## src/common/rx_page_defs.vh

```
// Offsets, field positions and reset values for the receive port paging block.
// Included by the paging register bank; definitions only.
`ifndef RX_PAGE_DEFS_VH
`define RX_PAGE_DEFS_VH
`define OFF_RESERVED_A 8'h48
`define OFF_RESERVED_B 8'h49
`define OFF_LINK_CAP 8'h4a
`define OFF_EMBED_TYPE 8'h4b
`define OFF_PAGE_SELECT 8'h4c
`define PAGE_LO_START 8'h4d
`define PAGE_LO_END 8'h7f
`define PAGE_HI_START 8'hd0
`define PAGE_HI_END 8'hdf
`define CAP_CRC_FLAG_BIT 4
`define CAP_RESET 1'b0
`define EMBED_COUNT_MSB 7
`define EMBED_COUNT_LSB 6
`define EMBED_VALUE_MSB 5
`define EMBED_VALUE_LSB 0
`define EMBED_RESET 8'h12
`define SEL_PHYS_MSB 7
`define SEL_PHYS_LSB 6
`define SEL_READ_MSB 5
`define SEL_READ_LSB 4
`define SEL_WRITE_MSB 3
`define SEL_WRITE_LSB 0
`define NUM_SOURCES 5
`define SRC_LOCAL 3'h0
`endif

```

## src/hw/rx_port_register_paging.v

```verilog
// Paged register bank for a four-port receive hub: page select, capability
// and embedded line type registers, with per-source page control.
// Assumes one single-cycle access port shared by all sources, a source id
// (0 local, 1..4 back channel of port 0..3), and an external paged store.
// Source ids 5 to 7 are never presented; the access arbiter filters them.
// Frame and packet strobes come from receiver logic on the same clock.
// Notes on behaviour
// - Paged ranges follow port selection, not shared
// - Read field picks one of four ports
// - Write enables broadcast one write to many
// - Physical field: zero locally, port remotely
// - Read select defaults to source port
// - Only own port write enable defaults set remotely; none locally
// - Separate page select copy per source
// - Selection governs capability and embedded type
// - Embedded count picks first N packets embedded
// - First N lines carry programmed embedded type
// - Override ignored for formatted receiver input
`timescale 1ns/1ps
`include "rx_page_defs.vh"
module rx_port_register_paging (
  input wire sys_clk,
  input wire rst_n,
  input wire regWrite,
  input wire regRead,
  input wire [7:0] regAddr,
  input wire [7:0] regWrData,
  input wire [2:0] regSource,
  input wire [7:0] pagedRdData,
  input wire [3:0] formattedInput,
  input wire [3:0] frameStart,
  input wire [3:0] longPacket,
  input wire [23:0] rawTypeIn,
  output reg [7:0] regRdData,
  output reg regRdValid,
  output reg pagedWrite,
  output reg pagedRead,
  output reg [3:0] pagedWrEnable,
  output reg [1:0] pagedRdPort,
  output reg [7:0] pagedAddr,
  output reg [7:0] pagedWrData,
  output reg [3:0] crcFlagEnable,
  output reg [23:0] lineTypeOut
);

  // Page control: one read port and one set of write enables per source,
  // so a remote host paging through its own port never moves the local
  // host's page and the other way round
  reg [1:0] readSel_q [0:4];
  reg [3:0] writeSel_q [0:4];
  // Per-port register copies; only bit 4 of the capability register exists
  reg [3:0] cap_q;
  reg [7:0] embed_q [0:3];
  // Long packets seen since frame start, saturating at three
  reg [1:0] lineCount_q [0:3];
  // Selection of the source that makes the current access
  wire [1:0] curRead;
  wire [3:0] curWrite;
  wire [1:0] physNum;
  wire inPage;
  reg [7:0] rdMux;

  // Look up the page control copy of the accessing source
  assign curRead = readSel_q[regSource];
  assign curWrite = writeSel_q[regSource];
  // Physical number: zero for local host, port number over the back channel
  assign physNum = (regSource == `SRC_LOCAL) ? 2'h0 : regSource[1:0] - 2'h1;
  // Paged ranges live in the external store; everything else is local here.
  // The page select register itself is shared space and is never paged.
  assign inPage = ((regAddr >= `PAGE_LO_START) && (regAddr <= `PAGE_LO_END))
    || ((regAddr >= `PAGE_HI_START) && (regAddr <= `PAGE_HI_END));

  // Per-source select copies with source-dependent defaults.
  // Source 0 is the local host and starts with port 0 read, no writes;
  // a back channel source starts paged onto its own port, write enabled.
  // Only the source that writes the page select register updates its copy.
  genvar s;
  generate
    for (s = 0; s < `NUM_SOURCES; s = s + 1)
    begin : gSrc
      // Receive port that this source arrives over, zero for the local host
      localparam [31:0] PORT_IDX = (s == 0) ? 0 : s - 1;
      localparam [1:0] READ_DEFAULT = PORT_IDX[1:0];
      localparam [3:0] WRITE_DEFAULT = (s == 0) ? 4'h0 : (4'h1 << PORT_IDX[1:0]);

      always @(posedge sys_clk or negedge rst_n)
      begin
        if (!rst_n)
        begin
          readSel_q[s] <= READ_DEFAULT;
          writeSel_q[s] <= WRITE_DEFAULT;
        end
        else if (regWrite && regAddr == `OFF_PAGE_SELECT && regSource == s)
        begin
          readSel_q[s] <= regWrData[`SEL_READ_MSB:`SEL_READ_LSB];
          writeSel_q[s] <= regWrData[`SEL_WRITE_MSB:`SEL_WRITE_LSB];
        end
      end
    end
  endgenerate

  // Per-port paged registers, written in unison for every enabled port.
  // A write with no enable set falls through and leaves every copy alone.
  // Reserved capability bits are not stored, so they read back as zero.
  genvar p;
  generate
    for (p = 0; p < 4; p = p + 1)
    begin : gPort
      always @(posedge sys_clk or negedge rst_n)
      begin
        if (!rst_n)
        begin
          cap_q[p] <= `CAP_RESET;
          embed_q[p] <= `EMBED_RESET;
        end
        else if (regWrite && curWrite[p])
        begin
          if (regAddr == `OFF_LINK_CAP)
            cap_q[p] <= regWrData[`CAP_CRC_FLAG_BIT];
          if (regAddr == `OFF_EMBED_TYPE)
            embed_q[p] <= regWrData;
        end
      end

      // Line counter per frame and data type override.
      // The counter clears on frame start and counts long packets, so the
      // first N lines of a frame see a count below the programmed N.
      // Formatted input always passes the raw type from rawTypeIn untouched.
      // Frame start itself shows the raw type; the count is stale then.
      always @(posedge sys_clk or negedge rst_n)
      begin
        if (!rst_n)
        begin
          lineCount_q[p] <= 2'h0;
          lineTypeOut[p*6 +: 6] <= 6'h00;
        end
        else
        begin
          if (frameStart[p])
            lineCount_q[p] <= 2'h0;
          else if (longPacket[p] && lineCount_q[p] != 2'h3)
            lineCount_q[p] <= lineCount_q[p] + 2'h1;
          if (!formattedInput[p]
            && lineCount_q[p] < embed_q[p][`EMBED_COUNT_MSB:`EMBED_COUNT_LSB]
            && !frameStart[p])
            lineTypeOut[p*6 +: 6] <= embed_q[p][`EMBED_VALUE_MSB:`EMBED_VALUE_LSB];
          else
            lineTypeOut[p*6 +: 6] <= rawTypeIn[p*6 +: 6];
        end
      end
    end
  endgenerate

  // Readback mux; reserved space reads zero.
  // Paged reads take the external store's data, which the store must
  // present for the reading source's selected port in the same cycle.
  always @*
  begin
    case (regAddr)
      `OFF_LINK_CAP: rdMux = {3'h0, cap_q[curRead], 4'h0};
      `OFF_EMBED_TYPE: rdMux = embed_q[curRead];
      `OFF_PAGE_SELECT: rdMux = {physNum, curRead, curWrite};
      default: rdMux = inPage ? pagedRdData : 8'h00;
    endcase
  end

  // Registered outputs.
  // Every strobe lasts one cycle; read data is zero when no read answers.
  // A paged write with no port enabled is dropped before the store.
  always @(posedge sys_clk or negedge rst_n)
  begin
    if (!rst_n)
    begin
      regRdData <= 8'h00;
      regRdValid <= 1'b0;
      pagedWrite <= 1'b0;
      pagedRead <= 1'b0;
      pagedWrEnable <= 4'h0;
      pagedRdPort <= 2'h0;
      pagedAddr <= 8'h00;
      pagedWrData <= 8'h00;
      crcFlagEnable <= 4'h0;
    end
    else
    begin
      regRdData <= regRead ? rdMux : 8'h00;
      regRdValid <= regRead;
      pagedWrite <= regWrite && inPage && (curWrite != 4'h0);
      pagedRead <= regRead && inPage;
      pagedWrEnable <= curWrite;
      pagedRdPort <= curRead;
      pagedAddr <= regAddr;
      pagedWrData <= regWrData;
      crcFlagEnable <= cap_q;
    end
  end

endmodule

```

## config.mk

```make
export PLATFORM = sky130hd
export DESIGN_NAME = rx_port_register_paging
export DESIGN_NICKNAME = d
export VERILOG_FILES = /design/src/hw/rx_port_register_paging.v
export VERILOG_INCLUDE_DIRS = /design/src /design/src/common
export SDC_FILE = /design/constraint.sdc
export NUM_CORES = 1
export LEC_CHECK = 0
export BUFFER_PORTS_ARGS = -buffer_cell sky130_fd_sc_hd__buf_2
export CAP_MARGIN = 25
export CELL_PAD_IN_SITES_DETAIL_PLACEMENT = 0
export CELL_PAD_IN_SITES_GLOBAL_PLACEMENT = 1
export CORE_MARGIN = 1
export CORE_UTILIZATION = 45
export DETAILED_ROUTE_END_ITERATION = 10
export HOLD_SLACK_MARGIN = 0.05
export PLACE_DENSITY_LB_ADDON = 0.3
export SLEW_MARGIN = 15
export SYNTH_ARGS = -nofsm -noshare
export SYNTH_HDL_FRONTEND = slang
export SYNTH_SLANG_ARGS = --single-unit
export TNS_END_PERCENT = 100
```

## constraint.sdc

```tcl
create_clock -name sys_clk -period 2.5 [get_ports sys_clk]
set_input_delay 0.375 -clock sys_clk [delete_from_list [all_inputs] [get_ports sys_clk]]
set_output_delay 0.375 -clock sys_clk [all_outputs]
set_load 0.01 [all_outputs]
```

# After elaboration in Yosys (flattened, before gate mapping)
# Cells that the tools add are included.
# classes
order_cmp	11
n_eq_ne	11
div_mod_pow	0
shift	0
mul	0
muxes	27
bitwise	2
reduce_logical	50
addsub	5
# op_table
op	count
8-bit two-way mux	4
1-bit logical AND	27
8-bit by 7-bit == test with 1-bit output (second input constant)	3
6-bit two-way mux	4
8-bit one-hot mux with 3 select lines	1
2-bit two-way mux	11
8-bit binary-select mux with 2-bit select	1
2-bit AND reduction	8
4-bit binary-select mux with 3-bit select	1
2-bit by 1-bit adder with 2-bit output (second input constant)	4
8-bit by 7-bit >= comparator with 1-bit output (second input constant)	1
8-bit >= comparator (second input constant)	1
8-bit by 7-bit less-or-equal comparator with 1-bit output (second input constant)	1
8-bit less-or-equal comparator (second input constant)	1
1-bit zero test	8
2-bit less-than comparator	4
4-bit two-way mux	2
2-bit inequality test (second input constant)	4
2-bit nonzero test	4
2-bit binary-select mux with 3-bit select	1
3-bit by 2-bit == test with 1-bit output (second input constant)	2
4-bit >= comparator (second input constant)	1
3-bit inverter with 4-bit output	1
4-bit nonzero test	1
10 further kinds	10
# totals
output_inout_bits	61
elab_cells	141
ff_bits	135
mem_bits_rw	0
n_memories	0
rom_bits	0
input_bits	67
latch_bits	0

# Longest topological paths before layout
# Gate-level depths: netlist of run 1.
# logic_depth
depth_word	10
depth_mapped	10
ltp_nobuf	7

# Worst setup path after synthesis of run 1
# OpenSTA, ideal clock, no wires.
# synth_timing
path_kind	in2reg
start	input port regSource[0]
end	register embed_q[10] (netlist name)
t_required_ns	2.375
setup_time_ns	0.125
t_arrival_ns	1.745
n_path_buf	1
stages	6
setup_slack_ns	0.630
cell_sequence	buf_6 > mux4_2 > nor2b_4 > a31oi_4 > nor2_4 > mux2_2
# synth_via
elab_chain_len	6
# synth_lines
item	line_no	text
start: declaration	rx_port_register_paging.v:28	input wire [2:0] regSource,
3-bit inverter with 4-bit output (implied by the code)	rx_port_register_paging.v:65	assign curWrite = writeSel_q[regSource];
4-bit binary-select mux with 3-bit select	rx_port_register_paging.v:65	
4-bit two-way mux (implied by the code) (2 in series)	rx_port_register_paging.v:65	
1-bit logical AND	rx_port_register_paging.v:116	else if (regWrite && curWrite[p])
2-bit AND reduction (no source line)	n/a	
end signal: indexed assignment	rx_port_register_paging.v:114	embed_q[p] <= `EMBED_RESET;
end signal: indexed assignment	rx_port_register_paging.v:121	embed_q[p] <= regWrData;
end: declaration	rx_port_register_paging.v:53	reg [7:0] embed_q [0:3];
# Every way passes these cells. The select of a mux whose other input is x is not followed.
# A chain may end at the register's enable or synchronous reset.

# Final worst setup path of run 1
# layout_timing
start	register embed_q[15] (netlist name)
end	register lineTypeOut[13]
# layout_via
elab_chain_len	4
# layout_lines
item	line_no	text
2-bit less-than comparator	rx_port_register_paging.v:144	&& lineCount_q[p] < embed_q[p][`EMBED_COUNT_MSB:`EMBED_COUNT_LSB]
1-bit logical AND (2 in series)	rx_port_register_paging.v:143	if (!formattedInput[p]
6-bit two-way mux	rx_port_register_paging.v:143	
end signal: indexed assignment	rx_port_register_paging.v:146	lineTypeOut[p*6 +: 6] <= embed_q[p][`EMBED_VALUE_MSB:`EMBED_VALUE_LSB];
end signal: indexed assignment	rx_port_register_paging.v:148	lineTypeOut[p*6 +: 6] <= rawTypeIn[p*6 +: 6];
end: declaration	rx_port_register_paging.v:43	output reg [23:0] lineTypeOut
# Every way passes these cells.

==> flow_summary.yaml, run 1 <==
status:
  status: "complete, no violations"
timing:
  fmax_ghz: 0.5194
  worst_pin_slew_ns: 0.6490
  hold_viol: 0
  max_slew_margin: 0.5674
  finalMaxSlewViolations: 0
  rsz0062_at_grt: "no"
  finalClockSkew_ns: 0.008321
  timing.final.crit_period_ns: 1.925
  setup-violations-final: 0
  final.setup.tns_ns: 0
  period_share: 0.7701
synth:
  synth_area_leaders: "dfrtp_1 (49%), mux2_2 (17%), dfstp_2 (6.9%), mux2i_1 (3.4%), ha_1 (1.6%)"
  synth_ff_type: "dfrtp_1"
  synth_cell_types: 61
  synth_edf_count: 0
  yosys.area.top_type: "dfrtp_1"
  syn_inst: 425
  synth-seq-cells: 135
  ys_warn_count: 0
  yosysSeqAreaShare: 0.5541
  postSynthAreaPerCell_um2: 14.43
  synth_top_area_frac: 0.4855
  synth_area_um2: 6133
  synth_nets: 500
  synthArstFlopShare: 1.000
cts:
  cts_tree: "yes"
  clk_path_buf_depth: 2
  htreeDepth: 4
  clk_latency_ns: 0.42
  clk_pin_slew_ns: 0.06
  ctsHoldBuffers: 1
  cts.sinks: 135
  cts-resized-gates: 0
  postCtsSetupBuffers: 0
  root_buffer: "clkbuf_16"
  cts_buffers: 17
floorplanning:
  initial_core_util: 0.4632
  core_area_um2: 13240
  die_w_um: 118.7
  dieArea_um2: 14100
  placementRows: 42
  io_pins: 128
  chipHeight_um: 118.7
worst_setup_path:
  arrival_ns: 2.23
  worstPathRequired_ns: 2.80
  start_kind: "register"
  cp-end-kind: "register"
  reg2reg_depth: 5
  crit_type: "reg -> reg"
  crit_fanout: 4
place:
  dp_hpwl_mm: 10.57
  port_buffers: 127
  place_inst: 732
  place_area_um2: 7024
  gp_congestion: 0.8397
cells_and_area:
  final_common_cell: "buf_2"
  diodes: 0
  seqCellArea_um2: 3398
  drive_gt1_frac: 0.5468
  fin_area_um2: 7565
  fill_cells: 1128
  area.growth.synth_to_final_pct: 23.34
  post-route-util: 0.5712
  final_cells: 763
  final_cell_mix: "buf_2 (126), dfrtp_1 (119), mux2_2 (93)"
  nets: 651
  multi_input_area_um2: 2577
power_and_ir_drop:
  peakVddDrop_mv: 0.4423
  power.total_w: 0.004914
  p_per_area_nw_per_um2: 649.6
  p_leak_nw: 3.588
run:
  drv_cap: 0
grt:
  grt_pass1_vias: 4165
  antenna_found_initial: 0
  grt_max_degree: 70
  grt_pass1_wl_mm: 22.93
  overflow: 0
  grtUsageTotal: 0.2197
detailed_routing:
  wl_mm: 14.33
  wl_per_cell_um: 18.78
  firstDrtPassIters: 5
  vias_per_cell: 5.269
  vias: 4020
  drtAntennaViolNets: 0
  drcViolationCount: 0
  dr.first_iter.drc_count: 138
min_path:
  whs_path_depth: 1
  hp-class: "in -> reg"
==> where the power goes <==
group	internal, W	switching, W	total [W]
clock network	0.00137	0.000885	0.00226
logic	0.000160	0.000223	0.000383
registers	0.00225	0.0000253	0.00227
==> cell families (layout without fill, tap and decap cells) <==
| family | count (synthesis) | count (layout) | share of synthesized area |
|---|---|---|---|
| AOI/OAI and AO/OA | 57 | 57 | 0.07712 |
| xor gates and xnor gates | 3 | 3 | 0.004285 |
| adders and majority gates | 8 | 8 | 0.01632 |
| buffers and inverters | 25 | 187 | 0.02570 |
| DFF | 135 | 135 | 0.5541 |
| muxes | 122 | 122 | 0.2313 |
| and+or+nand+nor | 75 | 75 | 0.09119 |
==> layout make-up <==
type / instances / share of cell area
sequential: 135 / 0.4492
multi-input combinational: 265 / 0.3407
timing repair buffer: 144 / 0.1037
clock buffer: 21 / 0.05954
tap: 176 / 0.02911
clock inverter: 9 / 0.01059
inverter: 13 / 0.007112
==> Yosys cell counts (6+ instances only) <==
cell type,count
dfrtp_1,119
mux2_2,93
mux2i_1,21
nor2_1,17
dfstp_2,16
a21oi_1,14
inv_1,12
ha_1,8
nand2_1,8
o21ai_0,7
nand2b_1,6
==> metal layers <==
layer	global-route usage	vias up	routed length, um
met5	0	-	0
met4	0.09889	0	283
met3	0.06081	18	894
met2	0.3227	144	6521
met1	0.3027	2007	6632
li1	-	1851	-
==> registers in the layout, indices dropped and copies added (netlist names) <==
register / count
regRdValid: 1
pagedWrData: 8
crcFlagEnable: 4
pagedRead: 1
embed_q: 32
lineTypeOut: 24
pagedRdPort: 2
pagedWrite: 1
lineCount_q: 8
regRdData: 8
readSel_q: 10
writeSel_q: 20
pagedAddr: 8
pagedWrEnable: 4
cap_q: 4
==> worst max-delay path, stage by stage, from the launching register on <==
cell and delay, ns:
dfrtp_1 0.37, inv_1 0.10, ha_1 0.25, a2111oi_2 0.47, buf_4 0.26, mux2_2 0.34
==> worst paths after layout <==
path                                              start                    endpoint  slack, ns
worst min register to register     cap_q[1]$_DFFE_PN0P_  crcFlagEnable[1]$_DFF_PN0_       0.41
max in group asynchronous                         rst_n     embed_q[26]$_DFFE_PN0P_       1.26
worst min-delay path                         regAddr[7]      pagedAddr[7]$_DFF_PN0_       0.10
worst max-delay path            embed_q[15]$_DFFE_PN0P_   lineTypeOut[13]$_DFF_PN0_       0.57
worst max register to register  embed_q[15]$_DFFE_PN0P_   lineTypeOut[13]$_DFF_PN0_       0.57
min in group asynchronous                         rst_n  pagedWrEnable[0]$_DFF_PN0_       0.53
==> metrics by stage <==
stage,hold WS (ns),setup slack [ns]
global route,0.08978,0.4892
CTS,0.08296,0.5637
detailed placement,0.3957,0.2661
floorplan,0.07941,0.6304
finish,0.1017,0.5747
global placement,0.3944,0.2969
No activity file was read; power rests on OpenSTA's default activity.
==> inputs of run 2 (changes only) <==
--- a/config.mk
+++ b/config.mk
@@ -11,7 +11,7 @@
 export CELL_PAD_IN_SITES_DETAIL_PLACEMENT = 0
 export CELL_PAD_IN_SITES_GLOBAL_PLACEMENT = 1
 export CORE_MARGIN = 1
-export CORE_UTILIZATION = 45
+export CORE_UTILIZATION = 40
 export DETAILED_ROUTE_END_ITERATION = 10
 export HOLD_SLACK_MARGIN = 0.05
 export PLACE_DENSITY_LB_ADDON = 0.3
==> constraint.sdc (replaced) <==
create_clock -name sys_clk -period 1.54 [get_ports sys_clk]
set_input_delay 0.231 -clock sys_clk [delete_from_list [all_inputs] [get_ports sys_clk]]
set_output_delay 0.231 -clock sys_clk [all_outputs]
set_load 0.01 [all_outputs]
==> run 2 against run 1 <==
The flow now finishes with violations (setup timing); setup slack got worse by 0.90 ns; cell area grew 22%; maximum frequency rose by 3.2%; count of clock-buffer cells in the layout up 4; clock skew hardly changed; sequential share of layout area down 8.2 points; non-clock buffer count up 140; clock power increased by 81%; hold slack lost 0.037 ns; critical endpoint is now cap_q[3]$_DFFE_PN0P_; largest cell class unchanged; largest power group is now the clock network.
==> flow_summary.yaml, run 2 (synthesized netlist as in run 1, its figures left out) <==
status:
  status: "finished with violations"
  failed_checks: "setup timing"
timing:
  worst_slack_ns: -0.3250
  fmax_ghz: 0.5362
  worst_hold_slack_ns: 0.06438
  hold_viol: 0
  max_slew_margin: 0.7358
  finalMaxSlewViolations: 0
  timing.final.crit_period_ns: 1.865
  finalClockSkew_ns: 0.008262
  period_share: 1.211
  worst_pin_slew_ns: 0.3963
  rsz0062_at_grt: "yes"
  setup-violations-final: 73
cts:
  clk_path_buf_depth: 2
  htreeDepth: 4
  cts_buffers: 17
  root_buffer: "clkbuf_16"
  cts.sinks: 135
  clk_pin_slew_ns: 0.06
  cts_tree: "yes"
  clk_latency_ns: 0.42
cells_and_area:
  largestRegisters: "embed_q: 32 flops, lineTypeOut: 24 flops, writeSel_q: 20 flops"
  final_common_cell: "buf_2"
  largest_register_ffs: 32
  fill_cells: 1165
  nets: 792
  drive_gt1_frac: 0.6260
  final_cell_mix: "buf_2 (126), dfrtp_1 (119), buf_4 (101)"
  final_cells: 914
  regMostFlops: "embed_q"
  area.growth.synth_to_final_pct: 50.73
  diodes: 0
worst_setup_path:
  r2r_slack_ns: -0.32
  crit_type: "reg -> reg"
  crit_fanout: 5
  r2r_end: "cap_q[3]$_DFFE_PN0P_"
  reg2reg_depth: 6
  timing.rr.start: "writeSel_q[19]$_DFFE_PN0P_"
  start_kind: "register"
  crit_start: "writeSel_q[19]$_DFFE_PN0P_"
  cp-end-kind: "register"
  worstPathRequired_ns: 1.84
  crit_end: "cap_q[3]$_DFFE_PN0P_"
  arrival_ns: 2.17
floorplanning:
  chipHeight_um: 125.8
  die_w_um: 125.8
  core_area_um2: 14750
  dieArea_um2: 15830
  io_pins: 128
  initial_core_util: 0.4157
  placementRows: 44
detailed_routing:
  drcViolationCount: 0
  wl_mm: 16.98
  vias: 4558
  vias_per_cell: 4.987
  dr.first_iter.drc_count: 200
  firstDrtPassIters: 4
  drtAntennaViolNets: 0
  wl_per_cell_um: 18.57
power_and_ir_drop:
  power_frac_clock: 0.472
  p_leak_nw: 4.472
  peakVddDrop_mv: 0.7522
  p_int_w: 0.006696
  pwr-share-comb: 0.102
  p_seq_frac: 0.426
  p_per_area_nw_per_um2: 938.0
  switchingPower_w: 0.001975
  swShare: 0.2278
grt:
  grt_max_degree: 39
  antenna_found_initial: 0
  grtUsageTotal: 0.2291
  grt_pass1_wl_mm: 27.22
  grt_pass1_vias: 4927
  overflow: 0
run:
  drv_cap: 0
place:
  dp_hpwl_mm: 11.99
  gp_congestion: 0.8868
  place_inst: 814
  dp_slack_ns: -0.4317
  port_buffers: 127
min_path:
  hp-class: "in -> reg"
[run 2: changes by cell type in the layout (fill, tap and decap cells not counted), sizes merged]
cell | before | now
clkbuf | 21 | 25
buf | 143 | 246
nand2 | 10 | 11
bufinv | 1 | 2
clkinv | 7 | 4
dlygate4sd3 | 1 | 38
[run 2: power by group through the flow]
stage	registers, W	logic [W]	clock network (W)
3_3_place_gp	0.00375	0.000760	0
6_report	0.00369	0.000887	0.00409
2_1_floorplan	0.00379	0.000301	0
4_1_cts	0.00369	0.000882	0.00416
3_5_place_dp	0.00375	0.000779	0
5_1_grt	0.00370	0.000967	0.00432
[run 2: metal layers]
| metal | vias up | track usage | routed length, um |
|---|---|---|---|
| met2 | 101 | 0.3827 | 8521 |
| met4 | 0 | 0.07512 | 186 |
| li1 | 2129 | - | - |
| met3 | 18 | 0.05140 | 635 |
| met5 | - | 0 | 0 |
| met1 | 2310 | 0.2957 | 7633 |
[run 2: worst min-delay path by stage]
stage	from	end	slack, ns	cells past startpoint
6_report	regWrData[3]	pagedWrData[3]$_DFF_PN0_	0.06	1
3_5_place_dp	rst_n	lineCount_q[1]$_DFFE_PN0P_	0.17	1
5_1_grt	regWrData[2]	pagedWrData[2]$_DFF_PN0_	0.06	1
3_3_place_gp	rst_n	lineCount_q[0]$_DFFE_PN0P_	0.16	1
4_1_cts	regAddr[2]	pagedAddr[2]$_DFF_PN0_	0.05	2
2_1_floorplan	rst_n	cap_q[0]$_DFFE_PN0P_	-0.06	0
[run 2: timing repair]
action / 4_1_cts / 5_1_grt
gates cloned: 1 / 0
hold endpoints to repair: 74 / 0
pin swaps: 16 / 12
buffers inserted: 17 / 16
hold buffers: 38 / 0
gates resized for setup: 39 / 21
endpoints found under the setup margin: 73 / 75
[run 2: area by class of cell]
class	instances	area, um^2	share of cell area
Sequential cell	135	3398	0.3676
Clock buffer	25	505.5	0.05468
Tap cell	184	230.2	0.02490
Timing Repair Buffer	284	2018	0.2183
Inverter	13	58.81	0.006361
Clock inverter	7	91.34	0.009880
Multi-Input combinational cell	266	2943	0.3183
[run 2: through the flow]
step           area, um^2    util  power, W  setup TNS, ns
2_1_floorplan        6350       -  0.004092         -9.882
3_3_place_gp         7807  0.5292  0.004506         -28.60
3_5_place_dp         7807  0.5292  0.004530         -30.38
4_1_cts              9041  0.6128  0.008736         -13.07
5_1_grt              9245  0.6266  0.008982         -16.59
6_report             9245  0.6266  0.008672         -12.67
[run 2: worst max-delay path: stages (launching register included)]
cell,delay [ns]
dfrtp_1,0.39
mux4_2,0.46
nor2b_4,0.15
a31oi_4,0.25
buf_4,0.18
nor2_4,0.03
mux2_2,0.28
